<file path="src/rtl/lt_regs.svh">
`ifndef LT_REGS_SVH
`define LT_REGS_SVH
// Tile shape
`define LT_SLICES     4
`define LT_LUT_BITS   16
`define LT_MEM_BITS   64
`define LT_SHIFT_MAX  8
`define LT_LOGIC_IN   20
`define LT_CTRL_IN    37
`define LT_SLICE_IN   5
`define LT_LINES      12
// Field positions inside the control input group
`define LT_CLK_LO     0
`define LT_CE_LO      12
`define LT_SR_LO      24
`define LT_SR_LINES   11
`define LT_CIN_BIT    35
`define LT_GSR_BIT    36
// Memory address fields inside the logic input group
`define LT_WA_LO      0
`define LT_WA_HI_LO   5
`define LT_RA_LO      10
`define LT_RA_HI_LO   15
// Reset values
`define LT_TRUTH_RST  64'h0
`endif

</file>
<file path="src/rtl/lt_pkg.sv">
`include "lt_regs.svh"
package lt_pkg;
  // Per-slice operating mode
  typedef enum logic [1:0] {LT_COMB, LT_MEM, LT_SHIFT} lt_mode_t;
  // Distributed memory organisation, single and double port
  typedef enum logic [3:0] {
    LT_SP16X1, LT_SP16X2, LT_SP16X4, LT_SP32X1, LT_SP32X2, LT_SP64X1,
    LT_DP16X1, LT_DP16X2, LT_DP32X1
  } lt_org_t;
  // Source for a sequential element; only LT_SRC_WIDE takes the wide gate mux output
  typedef enum logic [2:0] {LT_SRC_LUT, LT_SRC_SUM, LT_SRC_WIDE, LT_SRC_FT_C, LT_SRC_FT_D, LT_SRC_FT_E} lt_src_t;

  typedef struct packed {
    lt_mode_t   mode;
    logic       ft_cd;         // Third/fourth inputs are feed-throughs
    logic       booth;         // AND gate feeds the carry cell
    logic       casc;          // Shift input from previous slice tap
    logic [2:0] shift_len_m1;  // Shift length minus one
    lt_src_t    src;
    logic       clk_sel;       // 0: primary tile clock, 1: second clock
    logic       clk_inv;       // Capture on falling edge
  } lt_slice_cfg_t;

  typedef struct packed {
    logic [3:0] primary_tile_clock_sel;
    logic [3:0] clk1_sel;
    logic [3:0] ce_sel;
    logic [3:0] sr_sel;
    logic       ce_use;
    lt_org_t    org;
    logic       mem_sync;
  } lt_tile_cfg_t;

  typedef struct packed {
    logic [`LT_MEM_BITS-1:0] truth;
    logic [1:0]              s1;
    logic [1:0]              s2;
    logic [1:0]              s3;
    logic [1:0]              lvl;
    logic [`LT_SLICES-1:0]   rd;
    logic [`LT_SLICES-1:0]   q;
    logic [`LT_SLICES-1:0]   comb;
    logic                    carry;
  } lt_state_t;
endpackage : lt_pkg

</file>
<file path="src/rtl/lt_logic_tile.sv">
`timescale 1ns/1ps
`default_nettype none
`include "lt_regs.svh"

module lt_logic_tile
  import lt_pkg::*;
(
  input  wire logic                   i_core_clk,   // Core clock, 250 MHz
  input  wire logic                   i_rst,        // Synchronous reset, active high
  input  wire logic [`LT_LOGIC_IN-1:0] i_logic,     // Five logic inputs per slice
  input  wire logic [`LT_CTRL_IN-1:0] i_ctrl,       // Control lines from routing
  input  wire logic                   i_cfg_load,   // Load truth tables
  input  wire logic [`LT_MEM_BITS-1:0] i_cfg_truth, // Truth table image
  input  wire lt_tile_cfg_t           i_tile_cfg,   // Tile-wide configuration
  input  wire lt_slice_cfg_t [3:0]    i_slice_cfg,  // Per-slice configuration
  output logic [`LT_SLICES-1:0]       o_q,          // Sequential element outputs
  output logic [`LT_SLICES-1:0]       o_comb,       // Slice results, registered
  output logic                        o_carry       // Carry out of slice 0
);

  lt_state_t             st;
  lt_state_t             next_st;
  logic [1:0]            tclk;
  logic [1:0]            settle;
  logic [1:0]            rise;
  logic [1:0]            fall;
  logic                  ce;
  logic                  sr;
  logic                  cy;
  logic                  any_mem;
  logic                  dp;
  logic [2:0]            dl;
  logic [2:0]            wd;
  logic [5:0]            wa;
  logic [5:0]            ra;
  logic [5:0]            idx;
  logic [3:0]            addr;
  logic [3:0]            spo;
  logic [3:0]            dpo;
  logic [3:0]            memout;
  logic [3:0]            lutv;
  logic [3:0]            tap;
  logic [3:0]            res;
  logic [3:0]            sum;
  logic [3:0]            wide;
  logic [3:0]            dsel;
  logic [3:0]            edge_hit;
  logic [`LT_SLICE_IN-1:0] sin [4];

  // Pick one routing line; codes past the line count select a quiet zero
  function automatic logic line_sel(input logic [`LT_LINES-1:0] l, input logic [3:0] s);
    return (s < 4'(`LT_LINES)) ? l[s] : 1'b0;
  endfunction : line_sel

  // Flat bit position of word bit k at an address, for depth 2**dl
  function automatic logic [5:0] mem_idx(input logic [1:0] k, input logic [5:0] a, input logic [2:0] d);
    logic [5:0] m;
    m = 6'((7'h01 << d) - 7'h01);
    return 6'({4'h0, k} << d) | (a & m);
  endfunction : mem_idx

  ////////////////////////////////////////////////////////////////////////////
  // Control derivation and clock detection
  always_comb begin
    next_st = st;
    // Six controls: two tile clocks, enable, set/reset, carry in, global set/reset
    tclk[0] = line_sel(i_ctrl[`LT_CLK_LO +: `LT_LINES], i_tile_cfg.primary_tile_clock_sel);
    tclk[1] = line_sel(i_ctrl[`LT_CLK_LO +: `LT_LINES], i_tile_cfg.clk1_sel);
    ce = i_tile_cfg.ce_use ? line_sel(i_ctrl[`LT_CE_LO +: `LT_LINES], i_tile_cfg.ce_sel) : 1'b1;
    sr = line_sel({1'b0, i_ctrl[`LT_SR_LO +: `LT_SR_LINES]}, i_tile_cfg.sr_sel)
         | i_ctrl[`LT_GSR_BIT];
    // Tile clocks are fabric signals; a level counts once stages two and three agree
    next_st.s1 = tclk;
    next_st.s2 = st.s1;
    next_st.s3 = st.s2;
    settle = ~(st.s2 ^ st.s3);
    rise = settle & st.s2 & ~st.lvl;
    fall = settle & ~st.s2 & st.lvl;
    next_st.lvl = (settle & st.s2) | (~settle & st.lvl);

    ////////////////////////////////////////////////////////////////////////////
    // Memory organisation
    dl = 3'd4;
    wd = 3'd1;
    dp = 1'b0;
    unique case (i_tile_cfg.org)
      LT_SP16X1: begin dl = 3'd4; wd = 3'd1; end
      LT_SP16X2: begin dl = 3'd4; wd = 3'd2; end
      LT_SP16X4: begin dl = 3'd4; wd = 3'd4; end
      LT_SP32X1: begin dl = 3'd5; wd = 3'd1; end
      LT_SP32X2: begin dl = 3'd5; wd = 3'd2; end
      LT_SP64X1: begin dl = 3'd6; wd = 3'd1; end
      LT_DP16X1: begin dl = 3'd4; wd = 3'd1; dp = 1'b1; end
      LT_DP16X2: begin dl = 3'd4; wd = 3'd2; dp = 1'b1; end
      LT_DP32X1: begin dl = 3'd5; wd = 3'd1; dp = 1'b1; end
      default:   begin dl = 3'd4; wd = 3'd1; end
    endcase
    // Write/read address from slice 0/1 inputs, second read port from slice 2/3
    wa = {i_logic[`LT_WA_HI_LO +: 2], i_logic[`LT_WA_LO +: 4]};
    ra = {i_logic[`LT_RA_HI_LO +: 2], i_logic[`LT_RA_LO +: 4]};
    any_mem = 1'b0;
    for (int i = 0; i < `LT_SLICES; i++) begin
      sin[i] = i_logic[i*`LT_SLICE_IN +: `LT_SLICE_IN];
      any_mem = any_mem | (i_slice_cfg[i].mode == LT_MEM);
    end
    // Read ports, word bit k lands on slice k, second port on slices 2 and 3
    for (int k = 0; k < `LT_SLICES; k++) begin
      spo[k] = (3'(k) < wd) ? st.truth[mem_idx(2'(k), wa, dl)] : 1'b0;
      dpo[k] = (3'(k) < wd) ? st.truth[mem_idx(2'(k), ra, dl)] : 1'b0;
    end
    for (int i = 0; i < `LT_SLICES; i++) begin
      memout[i] = (dp && i >= 2) ? dpo[i % 2] : spo[i];
      if (i_tile_cfg.mem_sync) begin
        memout[i] = st.rd[i]; // Sync read trades a clock of latency for timing
      end
    end
    if (rise[0]) begin
      for (int i = 0; i < `LT_SLICES; i++) begin
        next_st.rd[i] = (dp && i >= 2) ? dpo[i % 2] : spo[i];
      end
    end

    ////////////////////////////////////////////////////////////////////////////
    // Slice logic: LUT, shift taps, result select
    for (int i = 0; i < `LT_SLICES; i++) begin
      // Two dedicated LUT inputs; third and fourth may be feed-throughs
      addr = {i_slice_cfg[i].ft_cd ? 2'b00 : sin[i][3:2], sin[i][1:0]};
      lutv[i] = st.truth[i*`LT_LUT_BITS + int'(addr)];
      tap[i] = st.truth[i*`LT_LUT_BITS + int'(i_slice_cfg[i].shift_len_m1)];
      unique case (i_slice_cfg[i].mode)
        LT_COMB:  res[i] = lutv[i];
        LT_MEM:   res[i] = memout[i];
        LT_SHIFT: res[i] = tap[i];
        default:  res[i] = 1'b0;
      endcase
    end

    // Carry ripples from slice 3 down to slice 0
    cy = i_ctrl[`LT_CIN_BIT];
    for (int i = `LT_SLICES - 1; i >= 0; i--) begin
      dsel[i] = i_slice_cfg[i].booth ? (sin[i][0] & sin[i][1]) : sin[i][2];
      sum[i] = res[i] ^ dsel[i] ^ cy;
      cy = (res[i] & dsel[i]) | (cy & (res[i] ^ dsel[i]));
    end
    next_st.carry = cy;

    // Wide gate mux sits between slices and elements; fifth input selects
    for (int i = 0; i < `LT_SLICES; i++) begin
      wide[i] = sin[i][4] ? res[i ^ 1] : res[i];
    end

    ////////////////////////////////////////////////////////////////////////////
    // Shift registers clock on the primary tile clock with enable
    if (rise[0] && ce) begin
      for (int i = 0; i < `LT_SLICES; i++) begin
        if (i_slice_cfg[i].mode == LT_SHIFT) begin
          next_st.truth[i*`LT_LUT_BITS +: `LT_SHIFT_MAX] =
            {st.truth[i*`LT_LUT_BITS +: `LT_SHIFT_MAX-1],
             (i > 0 && i_slice_cfg[i].casc) ? tap[(i+3)%4] : sin[i][4]};
        end
      end
    end

    // Memory write: strobe is the set/reset line, clocked by the primary clock
    idx = 6'h0; // Default keeps the index from latching
    if (any_mem && sr && rise[0]) begin
      for (int k = 0; k < `LT_SLICES; k++) begin
        idx = mem_idx(2'(k), wa, dl);
        // Only bits owned by a memory-mode slice may change
        if (3'(k) < wd && i_slice_cfg[idx[5:4]].mode == LT_MEM) begin
          next_st.truth[idx] = sin[k][4];
        end
      end
    end

    // Configuration load overrides any same-cycle update
    if (i_cfg_load) begin
      next_st.truth = i_cfg_truth;
    end

    ////////////////////////////////////////////////////////////////////////////
    // Sequential elements
    for (int i = 0; i < `LT_SLICES; i++) begin
      edge_hit[i] = i_slice_cfg[i].clk_inv ? fall[i_slice_cfg[i].clk_sel] : rise[i_slice_cfg[i].clk_sel];
      // In memory mode set/reset is the write strobe, so it no longer clears
      if (edge_hit[i] && sr && !any_mem) begin
        next_st.q[i] = 1'b0;
      end else if (edge_hit[i] && ce) begin
        unique case (i_slice_cfg[i].src)
          LT_SRC_LUT:  next_st.q[i] = res[i];
          LT_SRC_SUM:  next_st.q[i] = sum[i];
          LT_SRC_WIDE: next_st.q[i] = wide[i];
          LT_SRC_FT_C: next_st.q[i] = sin[i][2];
          LT_SRC_FT_D: next_st.q[i] = sin[i][3];
          LT_SRC_FT_E: next_st.q[i] = sin[i][4];
          default:     next_st.q[i] = st.q[i];
        endcase
      end
    end
    next_st.comb = res;
  end

  ////////////////////////////////////////////////////////////////////////////
  // State register
  always_ff @(posedge i_core_clk) begin
    if (i_rst) begin
      st       <= '0;
      st.truth <= `LT_TRUTH_RST;
    end else begin
      st <= next_st;
    end
  end

  // Outputs straight from flops
  assign o_q     = st.q;
  assign o_comb  = st.comb;
  assign o_carry = st.carry;

endmodule : lt_logic_tile
`default_nettype wire

</file>
<file path="config.mk">
export PLATFORM = sky130hd
export DESIGN_NAME = lt_logic_tile
export DESIGN_NICKNAME = d
export VERILOG_FILES = /design/src/rtl/lt_pkg.sv /design/src/rtl/lt_logic_tile.sv
export VERILOG_INCLUDE_DIRS = /design/src /design/src/rtl
export SDC_FILE = /design/constraint.sdc
export NUM_CORES = 1
export LEC_CHECK = 0
export BUFFER_PORTS_ARGS = -buffer_cell sky130_fd_sc_hd__buf_4
export CORE_ASPECT_RATIO = 0.75
export CORE_MARGIN = 4
export CORE_UTILIZATION = 47
export DETAILED_ROUTE_END_ITERATION = 8
export MAX_ROUTING_LAYER = met4
export PLACE_DENSITY = 0.75
export RECOVER_POWER = 50
export SYNTH_ARGS = -nofsm -noshare
export SYNTH_HDL_FRONTEND = slang
export SYNTH_SLANG_ARGS = --single-unit
</file>
<file path="constraint.sdc">
create_clock -name i_core_clk -period 5 [get_ports i_core_clk]
set_input_delay 1 -clock i_core_clk [delete_from_list [all_inputs] [get_ports i_core_clk]]
set_output_delay 1 -clock i_core_clk [all_outputs]
set_load 0.05 [all_outputs]
</file>
==> flow_summary.toml <==
[status]
outcome = "finished clean"

[power]
switching_share_pct = 30.5
switchingPower_mw = 0.660
clkPwrFrac_pct = 35.3
p_per_area_nw_per_um2 = 213
peakVddDrop_uv = 188
p_seq_share_pct = 35.1
p_leak_nw = 4.29
pwr-share-comb_pct = 29.7
internal_power_mw = 1.50

[floorplan]
pin_count = 207
die_x_um = 159
core_sq_um = 16800
die-area_sq_um = 19300
rows = 41
die_h_um = 121
initial_utilization_pct = 47.8

[yosys]
ys_async_sr_fraction_pct = 0
synth_edf_count = 0
ys_seq_elements = 85
synth-seq-area-share_pct = 21.2
netlist_area_sq_um = 8030
synth_flop_cell = "dfxtp_1"
syn_inst = 945
avgSynthCellArea_sq_um = 8.49
syn_nets = 1152
ys.warnings.count = 0
synth_cell_type_count = 87

[clock_tree]
cts_tree = "done"
postCtsHoldBufs = 0
numCtsBuffers = 9
clkSlewWorstSetupHoldPaths_ps = 70
clk_path_buf_depth = 2
cts_max_level = 3
cts_root_buffer = "clkbuf_16"
numClockSinks = 85
clkLatencyLatePin_ps = 350

[layout]
nFillCells = 1524
nets = 1348
layout-drive-gt1-share_pct = 30.5
fin_cells = 1361
final_util_pct = 60.5
multi_input_area_sq_um = 5820
regArea_sq_um = 1700
fin_area_sq_um = 10100
syn2layout_area_growth_pct = 26.4
diodes = 0

[timing]
slew-limit-headroom_pct = 34.6
drv_slew = 0
setup_slack_ps = 57.0
tns_ps = 0
period_share_pct = 98.9
fmax_mhz = 202
hold_violations = 0
fin_skew_ps = 8.04
setup_viol = 0
worstMarginPinSlew_ps = 974
rsz0062_at_grt = "yes"
fin_crit_ps = 4940

[setup_path]
startpoint_type = "input pin"
required_ps = 5230
rrSetupSlack_ps = 500
crit_arrival_ps = 5170
worstSetupPathType = "in -> reg"
end_kind = "register"
cp_max_fo = 9

[grt]
grt_pass1_vias = 8443
grt_remaining_overflow = 0
grt_max_degree = 51
grt_usage_pct = 32.1
antenna_found_initial = 1
grt_pass1_wl_um = 47400

[drt]
routed_wl_um = 30900
drt_pass1_iterations = 6
ant_nets = 0
post_drt_wl_per_cell_um = 22.7
drc = 0
vias = 8930
avgViaCountPerCell = 6.56
drt_first_iter_violations = 1396

[place]
dpl_worst_slack_ps = -422
post-place-cells = 1345
dpl_cell_area_sq_um = 9840
io_buffers = 205
dp_hpwl_um = 23900
place_congestion = 1.00

[flow_run]
cap_viol_max_count = 0

[hold_path]
min_path_type = "reg -> reg"
-- routing by layer --
| metal | wire (um) | GRT usage (%) |
|---|---|---|
| met5 | 0 | - |
| met4 | 531 | 6.56 |
| met3 | 4250 | 9.00 |
| met2 | 13200 | 47.2 |
| met1 | 12900 | 44.9 |
-- stage by stage --
stage          hold slack [ps]  total power, mW
3_5_place_dp               425             1.39
2_1_floorplan              414             1.11
4_1_cts                    445             2.15
3_3_place_gp               415             1.38
6_report                   445             2.16
5_1_grt                    475             2.25
-- synth_stat cells (all sizes together) (20+ instances only) --
library cell | instances | area (sq um)
mux2i | 54 | 541
nand2 | 75 | 282
a21oi | 77 | 389
nor3 | 20 | 100
o21ai | 64 | 324
clkbuf | 52 | 229
nand3 | 20 | 100
a211oi | 33 | 248
mux4 | 60 | 1390
dfxtp | 85 | 1700
inv | 32 | 120
buf | 21 | 165
nor2 | 94 | 355
-- registers in the layout (all words and copies together), names as in the netlist, named ones only --
name,cells
o_q,4
next_st,4
st,70
o_comb,4
o_carry,1
-- path summary, 6_finish.rpt --
path	start	to	cells past startpoint
worst min register to register	next_st[18]$_SDFF_PP0_	next_st[16]$_SDFF_PP0_	1
worst max-delay path	i_logic[0]	o_q[0]$_SDFFE_PP0P_	19
worst max register to register	st[43]$_SDFF_PP0_	o_q[0]$_SDFFE_PP0P_	20
worst min-delay path	next_st[18]$_SDFF_PP0_	next_st[16]$_SDFF_PP0_	1
-- logic make-up (layout without fill, tap and decap cells) --
group,count (synthesis),after routing,synth area share (%)
AO/OA/AOI/OAI,305,305,25.7
adder cells (fa/ha/maj),9,9,1.68
flip-flops,85,85,21.2
multiplexers,123,123,25.3
AND/OR/NAND/NOR,311,311,19.1
XOR/XNOR,4,4,0.437
buffers and inverters,108,309,6.56
-- cells in the final DEF, fill, tap and decap left out, drive strengths merged, types with 12 or more instances in the layout --
cell    netlist  layout
mux4         60      60
a31oi        14      14
clkbuf       52      25
a21oi        77      77
and3         12      12
dfxtp        85      85
inv          32      32
mux2i        54      54
nor2b        13      13
nand2        75      75
o21ai        64      64
a211oi       33      33
nand2b       15      15
nand3        20      20
buf          21     244
nor3         20      20
nor2         94      94
a22o         13      13
-- power by group through the flow --
stage | Sequential, mW | Clock, mW | Combinational [mW]
final | 0.759 | 0.763 | 0.642
after global routing | 0.761 | 0.800 | 0.689
after CTS | 0.756 | 0.768 | 0.628
after detailed placement | 0.770 | 0 | 0.623
after global placement | 0.770 | 0 | 0.614
after floorplan | 0.755 | 0 | 0.356
-- critical path, stage by stage --
cell,delay [ps]
buf_6,140
buf_4,130
nor2_2,30
mux4_2,520
o41ai_1,490
buf_4,200
a221oi_1,80
o21ai_0,400
fa_2,320
inv_2,40
fa_2,370
fa_1,510
a21oi_2,60
o21bai_1,200
a211oi_2,110
nor4b_2,240
o41ai_1,110
nand4_1,120
o32ai_2,90
-- repair_timing --
item,CTS,global route
cloned,0,0
gates resized for setup,3,13
setup buffers,0,0
setup endpoints to repair,1,2
pin swaps,1,3
-- cell type report --
class                      count  share of cell area, %
multi-input combinational    752                   57.4
timing repair buffer         258                   18.6
sequential                    85                   16.8
tap                          215                   2.65
clock buffer                  11                   2.49
inverter                      35                   1.31
clock inverter                 5                  0.814
Power figures use the tool's default switching activity.
